--- src/verilog/srxcr_defines.svh ---
// Register offsets, field positions, reset values and counts of the receive lane
`ifndef SRXCR_DEFINES_SVH
`define SRXCR_DEFINES_SVH
`define SRX_CTRL_OFS   4'h0
`define SRX_STAT_OFS   4'h4
`define SRX_F_OC       0
`define SRX_F_ALGO     1
`define SRX_F_WIDTH    4
`define SRX_F_ALIGN    7
`define SRX_RST_OC     1'h1
`define SRX_RST_ALGO   3'h6
`define SRX_RST_WIDTH  3'h2
`define SRX_RST_ALIGN  2'h0
`define SRX_W20        3'h2
`define SRX_W16        3'h3
`define SRX_AL_OFF     2'h0
`define SRX_AL_COMMA   2'h1
`define SRX_AL_JOG     2'h2
`define SRX_ALGO_ECO   3'h7
`define SRX_SETTLE_WIN 5'h03
`define SRX_ECO_WIN    5'h0c
`define SRX_ACC_MAX    9'h0ff
`define SRX_ACC_MIN    9'h101
`define SRX_JOG_MAX    15
`endif

--- src/verilog/srxcr_pkg.sv ---
// Types shared by the receive lane modules
package srxcr_pkg;
  typedef enum logic [2:0] {
    ALN_IDLE = 3'h1,
    ALN_WAIT = 3'h2,
    ALN_LOCK = 3'h4
  } srxcr_aln_e;

  typedef struct packed {
    logic       last;
    logic [3:0] early;
    logic [3:0] late;
    logic       valid;
  } srxcr_vote_s;

  typedef struct packed {
    logic [19:0] prev;
    logic [4:0]  off;
    logic        msb;
    logic [19:0] word;
    srxcr_aln_e  st;
  } srxcr_aln_s;

  typedef struct packed {
    logic               ack;
    logic        [31:0] rdat;
    logic               oc;
    logic        [2:0]  algo;
    logic        [2:0]  width;
    logic        [1:0]  align;
    logic signed [4:0]  cnt;
    logic signed [8:0]  acc;
    logic        [9:0]  nco;
    logic        [4:0]  blank;
    logic               step;
    logic               dir;
    logic               pend;
    logic               pdir;
  } srxcr_core_s;
endpackage

--- src/verilog/srxcr_lane_if.sv ---
// Signals between the lane core, the voter and the aligner
`timescale 1ns/1ps
interface srxcr_lane_if;
  logic        win_valid;
  logic        win_late;
  logic        win_early;
  logic [2:0]  width;
  logic [1:0]  align_sel;
  logic [19:0] word;
  logic        lock;
  modport vote_src (output win_valid, win_late, win_early);
  modport aln (input width, align_sel, output word, lock);
endinterface

--- src/verilog/srxcr_vote.sv ---
// Early/late voter over one twelve-bit window
`timescale 1ns/1ps
module srxcr_vote (
  // Clock and reset
  input  wire logic        ref_clk_i,
  input  wire logic        rstn_i,
  // Samples, bit 0 earliest
  input  wire logic        smp_valid_i,
  input  wire logic [11:0] data_smp_i,
  input  wire logic [11:0] phase_smp_i,
  // Window result
  srxcr_lane_if.vote_src   vote
);
  srxcr_pkg::srxcr_vote_s s_q;
  srxcr_pkg::srxcr_vote_s s_d;
  logic                   first;

  // Last bit of the previous window pairs with bit 0, giving twelve comparisons
  always_comb begin
    s_d = s_q;
    first = s_q.last;
    s_d.valid = smp_valid_i;
    if (smp_valid_i) begin
      s_d.early = 4'h0;
      s_d.late = 4'h0;
      for (int i = 0; i < 12; i++) begin
        if (first != data_smp_i[i]) begin
          if (phase_smp_i[i] == first) begin
            s_d.early = s_d.early + 4'h1;
          end else begin
            s_d.late = s_d.late + 4'h1;
          end
        end
        first = data_smp_i[i];
      end
      s_d.last = data_smp_i[11];
    end
  end

  always_ff @(posedge ref_clk_i or negedge rstn_i) begin
    if (!rstn_i) begin
      s_q <= '0;
    end else begin
      s_q <= s_d;
    end
  end

  assign vote.win_valid = s_q.valid;
  assign vote.win_late  = s_q.late > s_q.early;
  assign vote.win_early = s_q.early > s_q.late;
endmodule // srxcr_vote

--- src/verilog/srxcr_align.sv ---
// Deserializer word select with comma alignment at 20-bit width and single-bit jog
`timescale 1ns/1ps
`include "srxcr_defines.svh"
module srxcr_align (
  // Clock and reset
  input  wire logic        ref_clk_i,
  input  wire logic        rstn_i,
  // Recovered bits, MSB earliest
  input  wire logic [19:0] rx_bits_i,
  // Settings and aligned word
  srxcr_lane_if.aln        lane
);
  localparam int JogMax = `SRX_JOG_MAX;
  srxcr_pkg::srxcr_aln_s s_q;
  srxcr_pkg::srxcr_aln_s s_d;
  logic [39:0]           strm;
  logic [19:0]           sel;
  logic [4:0]            hit_pos;
  logic                  hit;
  logic                  aligned;
  logic                  jog;
  logic                  w16;
  logic                  realign;

  function automatic logic is_comma(input logic [6:0] b);
    return (b == 7'h1f) || (b == 7'h60);
  endfunction

  always_comb begin
    s_d = s_q;
    realign = 1'b0;
    w16 = lane.width == `SRX_W16;
    strm = w16 ? {s_q.prev[15:0], rx_bits_i[15:0], 8'h00} : {s_q.prev, rx_bits_i};
    sel = strm[39 - s_q.off -: 20];
    s_d.word = w16 ? {4'h0, sel[19:4]} : sel;
    hit = 1'b0;
    hit_pos = 5'h00;
    for (int p = 19; p >= 0; p--) begin
      if (is_comma(strm[39 - p -: 7])) begin
        hit = 1'b1;
        hit_pos = 5'(p);
      end
    end
    aligned = hit_pos == s_q.off || hit_pos == s_q.off + 5'h0a || s_q.off == hit_pos + 5'h0a;
    jog = lane.align_sel == `SRX_AL_JOG && !s_q.msb;
    s_d.msb = lane.align_sel[1];
    s_d.prev = rx_bits_i;
    case (lane.align_sel)
      `SRX_AL_COMMA: begin
        if (lane.width == `SRX_W20 && hit && !aligned) begin
          s_d.off = hit_pos;
          realign = 1'b1;
        end
      end
      `SRX_AL_JOG: begin
        if (jog) begin
          s_d.off = (s_q.off >= (w16 ? 5'h0f : 5'h13)) ? 5'h00 : s_q.off + 5'h01;
          realign = 1'b1;
        end
      end
      default: realign = 1'b0;
    endcase
    case (s_q.st)
      srxcr_pkg::ALN_IDLE: s_d.st = realign ? srxcr_pkg::ALN_WAIT : srxcr_pkg::ALN_IDLE;
      srxcr_pkg::ALN_WAIT: s_d.st = realign ? srxcr_pkg::ALN_WAIT : srxcr_pkg::ALN_LOCK;
      srxcr_pkg::ALN_LOCK: s_d.st = realign ? srxcr_pkg::ALN_WAIT : srxcr_pkg::ALN_IDLE;
      default:             s_d.st = srxcr_pkg::ALN_IDLE;
    endcase
  end

  always_ff @(posedge ref_clk_i or negedge rstn_i) begin
    if (!rstn_i) begin
      s_q <= '{st: srxcr_pkg::ALN_IDLE, default: '0};
    end else begin
      s_q <= s_d;
    end
  end

  assign lane.word = s_q.word;
  assign lane.lock = s_q.st == srxcr_pkg::ALN_LOCK;
endmodule // srxcr_align

--- src/verilog/srxcr_top.sv ---
// Receive lane back end: clock recovery loops, register slave, alignment
//
// Our own choices: the Wishbone register port and the register offsets.
`timescale 1ns/1ps
`include "srxcr_defines.svh"
module srxcr_top (
  // Clock and reset
  input  wire logic        ref_clk_i,
  input  wire logic        rstn_i,
  // Wishbone slave
  input  wire logic        wb_cyc_i,
  input  wire logic        wb_stb_i,
  input  wire logic        wb_we_i,
  input  wire logic [3:0]  wb_adr_i,
  input  wire logic [3:0]  wb_sel_i,
  input  wire logic [31:0] wb_dat_i,
  output logic      [31:0] wb_dat_o,
  output logic             wb_ack_o,
  // Samples, one voting window per valid
  input  wire logic        smp_valid_i,
  input  wire logic [11:0] data_smp_i,
  input  wire logic [11:0] phase_smp_i,
  // Recovered bits, MSB earliest
  input  wire logic [19:0] rx_bits_i,
  // Analog controls
  output logic             offset_comp_enable_o,
  output logic             phase_step_o,
  output logic             phase_dir_o,
  // Parallel side
  output logic      [19:0] rx_word_o,
  output logic             rx_lock_o
);
  localparam srxcr_pkg::srxcr_core_s RstVal = '{
    oc:      `SRX_RST_OC,
    algo:    `SRX_RST_ALGO,
    width:   `SRX_RST_WIDTH,
    align:   `SRX_RST_ALIGN,
    default: '0
  };

  // One instance per lane; nothing is shared between lanes
  srxcr_pkg::srxcr_core_s s_q;
  srxcr_pkg::srxcr_core_s s_d;
  logic        [3:0]       thr;
  logic signed [5:0]       cnt_n;
  logic        [5:0]       mag;
  logic        [7:0]       acc_mag;
  logic        [10:0]      nco_n;
  logic                    f_go;
  logic                    f_dir;
  logic                    s_go;
  logic                    s_dir;
  logic                    req;
  logic                    wr_ctrl;

  srxcr_lane_if lane ();

  srxcr_vote u_vote (
    .ref_clk_i   (ref_clk_i),
    .rstn_i      (rstn_i),
    .smp_valid_i (smp_valid_i),
    .data_smp_i  (data_smp_i),
    .phase_smp_i (phase_smp_i),
    .vote        (lane.vote_src)
  );

  srxcr_align u_align (
    .ref_clk_i (ref_clk_i),
    .rstn_i    (rstn_i),
    .rx_bits_i (rx_bits_i),
    .lane      (lane.aln)
  );

  function automatic logic [3:0] vote_thr(input logic [2:0] a);
    case (a)
      3'h0, 3'h4: vote_thr = 4'hf;
      3'h1, 3'h7: vote_thr = 4'h7;
      3'h2, 3'h5: vote_thr = 4'h3;
      default:    vote_thr = 4'h1;
    endcase
  endfunction

  assign req = wb_cyc_i & wb_stb_i;
  assign wr_ctrl = req & wb_we_i & s_q.ack & ({wb_adr_i[3:2], 2'b00} == `SRX_CTRL_OFS);

  always_comb begin
    s_d = s_q;
    thr = vote_thr(s_q.algo);
    cnt_n = {s_q.cnt[4], s_q.cnt};
    mag = 6'h00;
    f_go = 1'b0;
    f_dir = 1'b0;
    s_go = 1'b0;
    s_dir = !s_q.acc[8];
    acc_mag = s_q.acc[8] ? 8'(-s_q.acc) : s_q.acc[7:0];
    nco_n = {1'b0, s_q.nco} + {3'h0, acc_mag};

    // Registered ack: one wait state, dropped the cycle after it is given
    s_d.ack = req & ~s_q.ack;
    if (s_d.ack) begin
      case ({wb_adr_i[3:2], 2'b00})
        `SRX_CTRL_OFS: s_d.rdat = {23'h0, s_q.align, s_q.width, s_q.algo, s_q.oc};
        `SRX_STAT_OFS: s_d.rdat = {11'h0, s_q.cnt, 7'h0, s_q.acc};
        default:       s_d.rdat = 32'h0;
      endcase
    end

    if (lane.win_valid) begin
      if (s_q.blank != 5'h00) begin
        s_d.blank = s_q.blank - 5'h01;
      end else begin
        if (lane.win_late) begin
          cnt_n = cnt_n + 6'h01;
        end else if (lane.win_early) begin
          cnt_n = cnt_n - 6'h01;
        end
        mag = cnt_n[5] ? 6'(-cnt_n) : cnt_n;
        // First order runs the same whether or not the second order is on
        if (mag >= {2'b00, thr}) begin
          f_go = 1'b1;
          f_dir = !cnt_n[5];
          cnt_n = 6'h00;
          // Only first order steps blank; second order steps come too often
          s_d.blank = (s_q.algo == `SRX_ALGO_ECO) ?
                      `SRX_SETTLE_WIN + `SRX_ECO_WIN : `SRX_SETTLE_WIN;
        end
        s_d.cnt = cnt_n[4:0];
      end
      if (!s_q.algo[2]) begin
        if (f_go && f_dir && s_q.acc != `SRX_ACC_MAX) begin
          s_d.acc = s_q.acc + 9'h001;
        end else if (f_go && !f_dir && s_q.acc != `SRX_ACC_MIN) begin
          s_d.acc = s_q.acc - 9'h001;
        end
        // 10-bit phase accumulator: full scale 255 steps once per ~4 windows
        s_go = nco_n[10];
        s_d.nco = nco_n[9:0];
      end
    end

    // Step goes out on the edge after the window result; coinciding opposite steps cancel, a same-way second order step waits one edge
    s_d.step = 1'b0;
    if (f_go) begin
      s_d.step = !(s_go && s_dir != f_dir);
      s_d.dir = f_dir;
      if (s_go && s_dir == f_dir) begin
        s_d.pend = 1'b1;
        s_d.pdir = s_dir;
      end
    end else if (s_q.pend) begin
      s_d.step = 1'b1;
      s_d.dir = s_q.pdir;
      s_d.pend = s_go;
      s_d.pdir = s_dir;
    end else if (s_go) begin
      s_d.step = 1'b1;
      s_d.dir = s_dir;
    end

    if (wr_ctrl) begin
      if (wb_sel_i[0]) begin
        s_d.oc = wb_dat_i[`SRX_F_OC];
        s_d.algo = wb_dat_i[`SRX_F_ALGO +: 3];
        s_d.width = wb_dat_i[`SRX_F_WIDTH +: 3];
        s_d.align[0] = wb_dat_i[`SRX_F_ALIGN];
      end
      if (wb_sel_i[1]) begin
        s_d.align[1] = wb_dat_i[`SRX_F_ALIGN + 1];
      end
      if (s_d.algo != s_q.algo) begin
        s_d.cnt = 5'h00;
        s_d.acc = 9'h000;
        s_d.nco = 10'h000;
        s_d.blank = 5'h00;
        s_d.pend = 1'b0;
      end
    end
  end

  always_ff @(posedge ref_clk_i or negedge rstn_i) begin
    if (!rstn_i) begin
      s_q <= RstVal;
    end else begin
      s_q <= s_d;
    end
  end

  assign lane.width = s_q.width;
  assign lane.align_sel = s_q.align;
  assign wb_ack_o = s_q.ack;
  assign wb_dat_o = s_q.rdat;
  assign offset_comp_enable_o = s_q.oc;
  assign phase_step_o = s_q.step;
  assign phase_dir_o = s_q.dir;
  assign rx_word_o = lane.word;
  assign rx_lock_o = lane.lock;
endmodule // srxcr_top

--- config.mk ---
export PLATFORM = sky130hd
export DESIGN_NAME = srxcr_top
export DESIGN_NICKNAME = d
export VERILOG_FILES = /design/src/verilog/srxcr_pkg.sv /design/src/verilog/srxcr_lane_if.sv /design/src/verilog/srxcr_vote.sv /design/src/verilog/srxcr_align.sv /design/src/verilog/srxcr_top.sv
export VERILOG_INCLUDE_DIRS = /design/src /design/src/verilog
export SDC_FILE = /design/constraint.sdc
export NUM_CORES = 1
export LEC_CHECK = 0
export BUFFER_PORTS_ARGS = -buffer_cell sky130_fd_sc_hd__buf_2
export CAP_MARGIN = 40
export CORE_MARGIN = 3
export CORE_UTILIZATION = 45
export DETAILED_ROUTE_END_ITERATION = 10
export GPL_TIMING_DRIVEN = 0
export PLACE_DENSITY = 0.64
export SYNTH_ARGS = -nofsm -noshare
export SYNTH_HDL_FRONTEND = slang
export SYNTH_HIERARCHICAL = 1
export SYNTH_SLANG_ARGS = --single-unit
--- constraint.sdc ---
create_clock -name ref_clk_i -period 7.3 [get_ports ref_clk_i]
set_input_delay 1.095 -clock ref_clk_i [delete_from_list [all_inputs] [get_ports ref_clk_i]]
set_output_delay 1.095 -clock ref_clk_i [all_outputs]
set_load 0.02 [all_outputs]
==> results.py, run 1 <==
metrics = {
    "run_status": {
        "outcome": "complete, no violations",
    },
    "setup_path": {
        "cp_max_fo": 4,
        "arrival_ns": 7.61,
        "crit_top_cell": "ha_4",
        "r2r_cells": 38,
        "reg2reg_from": "u_vote/s_q[9]",
        "end_kind": "register",
        "critPathTopFamily": "compound AO/OA/AOI/OAI gates",
        "r2r_end": "u_vote/s_q[8]",
        "startpoint_type": "primary input",
        "cpPeakStageDelay_ns": 0.41,
        "path_class": "primary input to register",
        "cp_num_buf_inv": 6,
        "rrSetupSlack_ns": 0.32,
        "slowest_stage": "or4_1",
        "cp.required_ns": 7.63,
    },
    "global_route": {
        "grt_usage_pct": 25.00,
        "grt_max_degree": 63,
        "grt_pass1_wl_um": 68640,
        "overflow": 0,
        "antenna_found_initial": 0,
        "grt_pass1_vias": 13440,
    },
    "sta": {
        "setup_viol": 0,
        "clock-skew-final_ns": 0.01830,
        "worst_slew_pin_slew_ns": 0.8612,
        "slew_violations": 0,
        "fin_crit_sh_pct": 99.75,
        "hold_violations": 0,
        "rsz0062_at_grt": "true",
        "min_period_ns": 7.282,
        "layout_setup_ws_ns": 0.01813,
        "slew_headroom_pct": 42.59,
        "fmax_ghz": 0.1373,
    },
    "placed_design": {
        "post-place-ws_ns": -1.109,
        "place_area_sq_um": 15360,
        "dp_hpwl_um": 32560,
        "io_buffers": 98,
        "place_inst": 2248,
        "place.gp.congestion": 0.9847,
    },
    "die": {
        "core_sq_um": 30830,
        "die_y_um": 183.4,
        "dieArea_sq_um": 33640,
        "row_count": 64,
        "fp.dieW_um": 183.4,
        "ios": 147,
        "floorplan.initialDensity_pct": 45.95,
    },
    "synth": {
        "ys_warn_count": 6,
        "synth.avg_cell_area_sq_um": 8.165,
        "synthTopCellsByCount": "mux2i_1 (173), nand2_1 (172), dfrtp_1 (111), nor2_1 (109), o21ai_0 (84)",
        "seq_area_frac_synth_pct": 20.54,
        "netlist.area_leader.share_pct": 19.61,
        "syn_area_sq_um": 14170,
        "synth_edf_count": 0,
        "synthDistinctLibCells": 124,
        "ys.flop_type": "dfrtp_1",
        "netlist_instances": 1735,
        "async_flop_share_pct": 100.0,
        "ys_ff_latch": 116,
        "synthMostInstantiatedCell": "mux2i_1",
        "synth_largest_area_cell": "dfrtp_1",
        "ys_top_cells_by_area": "dfrtp_1 (20%), mux2i_1 (12%), nand2_1 (4.6%)",
    },
    "drt": {
        "wire_per_inst_um": 18.68,
        "initialDrtViolationCount": 1262,
        "ant_nets": 0,
        "routed_wl_um": 43010,
        "post-route-drc-count": 0,
        "dr.pass1.iters": 6,
        "num_vias": 13850,
        "viasPerCell": 6.016,
    },
    "min_path": {
        "hp-class": "register to register",
        "holdPathEnd": "wb_dat_o[0]",
        "min_from": "wb_dat_o[0]",
        "min_path_cells": 2,
    },
    "clocking": {
        "path_clk_slew_ns": 0.06,
        "cts_tree": "yes",
        "cts_sinks": 116,
        "cts_root_buf": "clkbuf_16",
        "clk_latency_ns": 0.46,
        "htree_num_levels": 4,
        "clockBufferDepth": 2,
        "numCtsBuffers": 17,
    },
    "finish": {
        "fin_cells": 2302,
        "final_nets": 2035,
        "n_antenna_cell": 0,
        "syn2layout_area_growth_pct": 14.97,
        "stdcell_area_sq_um": 16290,
        "drive_gt1_share_pct": 19.36,
    },
    "job": {
        "max_cap_viol_count": 0,
    },
    "power": {
        "power_leakage_nw": 7.170,
        "p_total_mw": 5.939,
        "p_per_area_nw_per_um2": 364.6,
        "peakVddDrop_uv": 184.3,
    },
}
[flip-flops by register name, summed over array words and instances, names as in the netlist, 2 cells and up]
register           count
u_align/s_q           29
u_align/lane.word     20
wb_dat_o              14
lane.align_sel         2
u_vote/s_q             9
lane.width             3
s_q                   34
[worst reg2reg max path: cells and delay by family (launching register included)]
family                     cells  cell delay (ns)
AOI/OAI and AO/OA             13             2.39
and+or+nand+nor               10             1.48
adders and majority gates      6             1.35
buffers and inverters          5             0.60
xor gates and xnor gates       4             0.60
DFF                            1             0.45
[cells in the final DEF, fill, tap and decap left out, types with 48 or more instances in the layout]
cell	synthesis	routed
xnor2_1	57	54
nor3_1	55	55
buf_4	60	82
mux2i_1	173	173
a21oi_1	74	72
o21ai_0	84	77
dfrtp_1	111	111
nand2_1	172	171
buf_2	24	120
clkbuf_1	66	67
inv_1	49	48
nor2_1	109	106
[layer usage]
layer  global-route usage (%)  vias up  routed length [um]
li1                         -     6666                   -
met1                    32.46     6571               19320
met2                    41.75      508               20020
met3                    4.590      104                2560
met4                    8.988        0                1107
met5                        0        -                   0
[metrics by stage]
| step | utilization (%) | hold slack (ns) | TNS, ns |
|---|---|---|---|
| floorplan | - | 0.4107 | -0.5041 |
| global placement | 49.68 | 0.4699 | -2.193 |
| detailed placement | 49.82 | 0.4672 | -2.882 |
| CTS | 52.48 | 0.4815 | -0.1391 |
| global route | 52.83 | 0.5101 | -0.3750 |
| finish | 52.83 | 0.4821 | 0 |
[kinds of logic (layout without fill, tap and decap cells)]
kind of cell,count (synthesis),after routing,share of synthesized area (%)
AOI/OAI and AO/OA,415,415,21.14
xor gates and xnor gates,96,96,6.677
adders and majority gates,54,54,4.787
buffers and inverters,225,379,8.152
DFF,116,116,20.54
muxes,203,203,14.93
other,1,18,0.02647
and+or+nand+nor,625,625,23.76
[where the power goes]
group / leakage (nW) / internal [mW] / switching [mW]
clock: 0.298 / 0.574 / 0.356
sequential: 1.42 / 0.833 / 0.127
combinational: 5.45 / 1.67 / 2.38
[timing repair]
action	in CTS	in global routing
buffers inserted	15	7
pin swaps	24	23
resized for setup	16	15
hold endpoints to repair	0	0
setup endpoints to repair	2	5
hold buffers	0	0
[worst max-delay path by stage]
stage | from | endpoint | cells after the start
after detailed placement | phase_smp_i[0] | u_vote/s_q[8] | 37
after global routing | data_smp_i[0] | u_vote/s_q[8] | 40
after floorplan | data_smp_i[0] | u_vote/s_q[8] | 38
after CTS | data_smp_i[0] | u_vote/s_q[8] | 39
after global placement | phase_smp_i[0] | u_vote/s_q[8] | 37
final | data_smp_i[0] | u_vote/s_q[8] | 40
[layout make-up]
type | count | area, sq um
buffer | 169 | 950.9
clock buffer | 18 | 429.2
clock inverter | 14 | 200.2
fill | 2968 | 14540
inverter | 56 | 220.2
multi-input combinational | 1411 | 10380
sequential | 116 | 2909
tap | 396 | 495.5
timing repair buffer | 122 | 706.9
Note: power is estimated with default switching activity, not from simulation.
==> inputs of run 2 (changes only) <==
--- a/config.mk
+++ b/config.mk
@@ -6,7 +6,7 @@
 export SDC_FILE = /design/constraint.sdc
 export NUM_CORES = 1
 export LEC_CHECK = 0
-export BUFFER_PORTS_ARGS = -buffer_cell sky130_fd_sc_hd__buf_2
+export BUFFER_PORTS_ARGS = -buffer_cell sky130_fd_sc_hd__buf_4
 export CAP_MARGIN = 40
 export CORE_MARGIN = 3
 export CORE_UTILIZATION = 45
==> run 2 against run 1 <==
Die area unchanged. Worst setup slack got worse by 0.068 ns. Largest power group unchanged. Cell count increased by 0.22%. Critical path depth decreased by 2. Via count about the same. Wire length decreased by 0.48%. The run now ends with setup timing left. Clock skew decreased by 0.0040 ns. Cell area increased by 1.5%. Non-clock buffer count increased by 4. Utilization increased by 0.80 points. Global-route usage increased by 0.23 points. Sequential share of layout area decreased by 0.27 points.
==> results.py, run 2 (synthesis gave the netlist of run 1 again) <==
metrics = {
    "clocking": {
        "htree_num_levels": 4,
        "cts_tree": "yes",
        "cts_hold_buf": 0,
        "clk_latency_ns": 0.44,
        "cts_root_buf": "clkbuf_16",
        "path_clk_slew_ns": 0.06,
        "clockBufferDepth": 2,
        "cts_sinks": 116,
        "numCtsBuffers": 17,
    },
    "global_route": {
        "grt_pass1_vias": 13200,
        "grt_max_degree": 65,
        "grt_pass1_wl_um": 69100,
        "overflow": 0,
        "use_met1_pct": 34.08,
        "grt_use_met2_pct": 41.66,
        "use_met3_pct": 4.333,
        "antenna_found_initial": 2,
        "grt_usage_pct": 25.22,
        "grt.busiest_layer": "met2",
    },
    "finish": {
        "drive_gt1_share_pct": 19.69,
        "mostFrequentLayoutCell": "buf_4",
        "stdcell_area_sq_um": 16530,
        "regMostFlops": "s_q",
        "largest_reg_flops": 34,
        "fin_cells": 2307,
        "final_cell_mix": "buf_4 (180), mux2i_1 (173), nand2_1 (171), dfrtp_1 (111), nor2_1 (105)",
        "fin_util_pct": 53.63,
        "final_nets": 2039,
        "syn2layout_area_growth_pct": 16.72,
    },
    "setup_path": {
        "path_class": "primary input to register",
        "r2r_cells": 36,
        "reg2reg_from": "u_vote/s_q[9]",
        "cp.required_ns": 7.61,
        "arrival_ns": 7.66,
        "rrSetupSlack_ns": 0.27,
        "cp_max_fo": 5,
        "end_kind": "register",
        "crit_top_cell": "ha_4",
        "slowest_stage": "or4_1",
        "r2r_end": "u_vote/s_q[8]",
        "cpPeakStageDelay_ns": 0.39,
        "startpoint_type": "primary input",
    },
    "drt": {
        "initialDrtViolationCount": 1250,
        "wire_per_inst_um": 18.55,
        "viasPerCell": 6.001,
        "routed_wl_um": 42800,
        "num_vias": 13850,
        "ant_nets": 0,
        "post-route-drc-count": 0,
        "dr.pass1.iters": 5,
    },
    "power": {
        "power_switching_mw": 2.869,
        "peakVddDrop_uv": 186.7,
        "p_total_mw": 5.928,
        "pwr-share-seq_pct": 16.2,
        "combPwrFrac_pct": 69.5,
        "p_per_area_nw_per_um2": 358.5,
        "power_leakage_nw": 7.234,
        "clock_power_share_pct": 14.3,
        "intPower_mw": 3.059,
        "switching_share_pct": 48.40,
    },
    "sta": {
        "slew_violations": 0,
        "layout_setup_ws_ns": -0.05004,
        "min_period_ns": 7.350,
        "worst_slew_pin_slew_ns": 0.8564,
        "finalSetupTns_ns": -0.05004,
        "setup_viol": 1,
        "clock-skew-final_ns": 0.01431,
        "holdWs_ns": 0.4801,
        "fin_crit_sh_pct": 100.7,
        "fmax_ghz": 0.1361,
        "rsz0062_at_grt": "true",
        "slew_headroom_pct": 42.90,
        "hold_violations": 0,
    },
    "min_path": {
        "min_path_cells": 2,
        "min_from": "wb_dat_o[5]",
        "hp-class": "register to register",
        "holdPathEnd": "wb_dat_o[5]",
    },
    "die": {
        "row_count": 64,
        "floorplan.initialDensity_pct": 45.95,
        "ios": 147,
        "die_y_um": 183.4,
        "core_sq_um": 30830,
        "fp.dieW_um": 183.4,
        "dieArea_sq_um": 33640,
    },
    "placed_design": {
        "io_buffers": 98,
        "place_inst": 2248,
        "place.gp.congestion": 0.9621,
        "dp_hpwl_um": 32500,
        "place_area_sq_um": 15600,
        "post-place-ws_ns": -1.020,
    },
    "job": {
        "max_cap_viol_count": 0,
    },
    "run_status": {
        "violations": "setup timing",
        "outcome": "complete, but fails checks",
    },
}
## run 2: area by class of cell
cell class	count	area, sq um
fill	2906	14300
clock buffer	18	429.2
timing repair buffer	126	993.5
inverter	56	222.7
tap	396	495.5
sequential	116	2909
buffer	169	950.9
multi-input combinational	1411	10380
clock inverter	14	153.9
antenna	1	2.502
## run 2: what timing repair did
item,CTS,global route
endpoints found under the setup margin,2,5
buffers inserted,12,14
gates resized for setup,14,18
pin swaps,24,20
## run 2: routing by layer
layer	up-vias	share of wire, %	wire [um]
li1	6666	-	-
met1	6611	45	19370
met2	474	47	19940
met3	92	5.6	2412
met4	2	2.5	1062
met5	-	0.030	13
## run 2: worst max path at each step
stage                          endpoint          start  cells after the start
after floorplan           u_vote/s_q[8]  data_smp_i[0]                     38
after global placement    u_vote/s_q[8]  data_smp_i[0]                     38
after detailed placement  u_vote/s_q[8]  data_smp_i[0]                     38
after CTS                 u_vote/s_q[8]  data_smp_i[0]                     39
after global routing      u_vote/s_q[8]  data_smp_i[0]                     40
final                     u_vote/s_q[8]  data_smp_i[0]                     38
## run 2: power groups by stage
stage | sequential, mW | clock, mW | combinational [mW]
2_1_floorplan | 0.933 | 0 | 3.04
3_3_place_gp | 0.965 | 0 | 3.88
3_5_place_dp | 0.966 | 0 | 3.93
4_1_cts | 0.958 | 0.870 | 4.01
5_1_grt | 0.984 | 0.900 | 4.52
6_report | 0.960 | 0.847 | 4.12
## run 2: critical path: cells and delay by family
family / cells / cell delay (ns)
simple gates: 8 / 1.35
buf+inv: 7 / 0.71
xor+xnor: 4 / 0.64
fa+ha+maj: 5 / 1.20
compound gates: 14 / 2.67
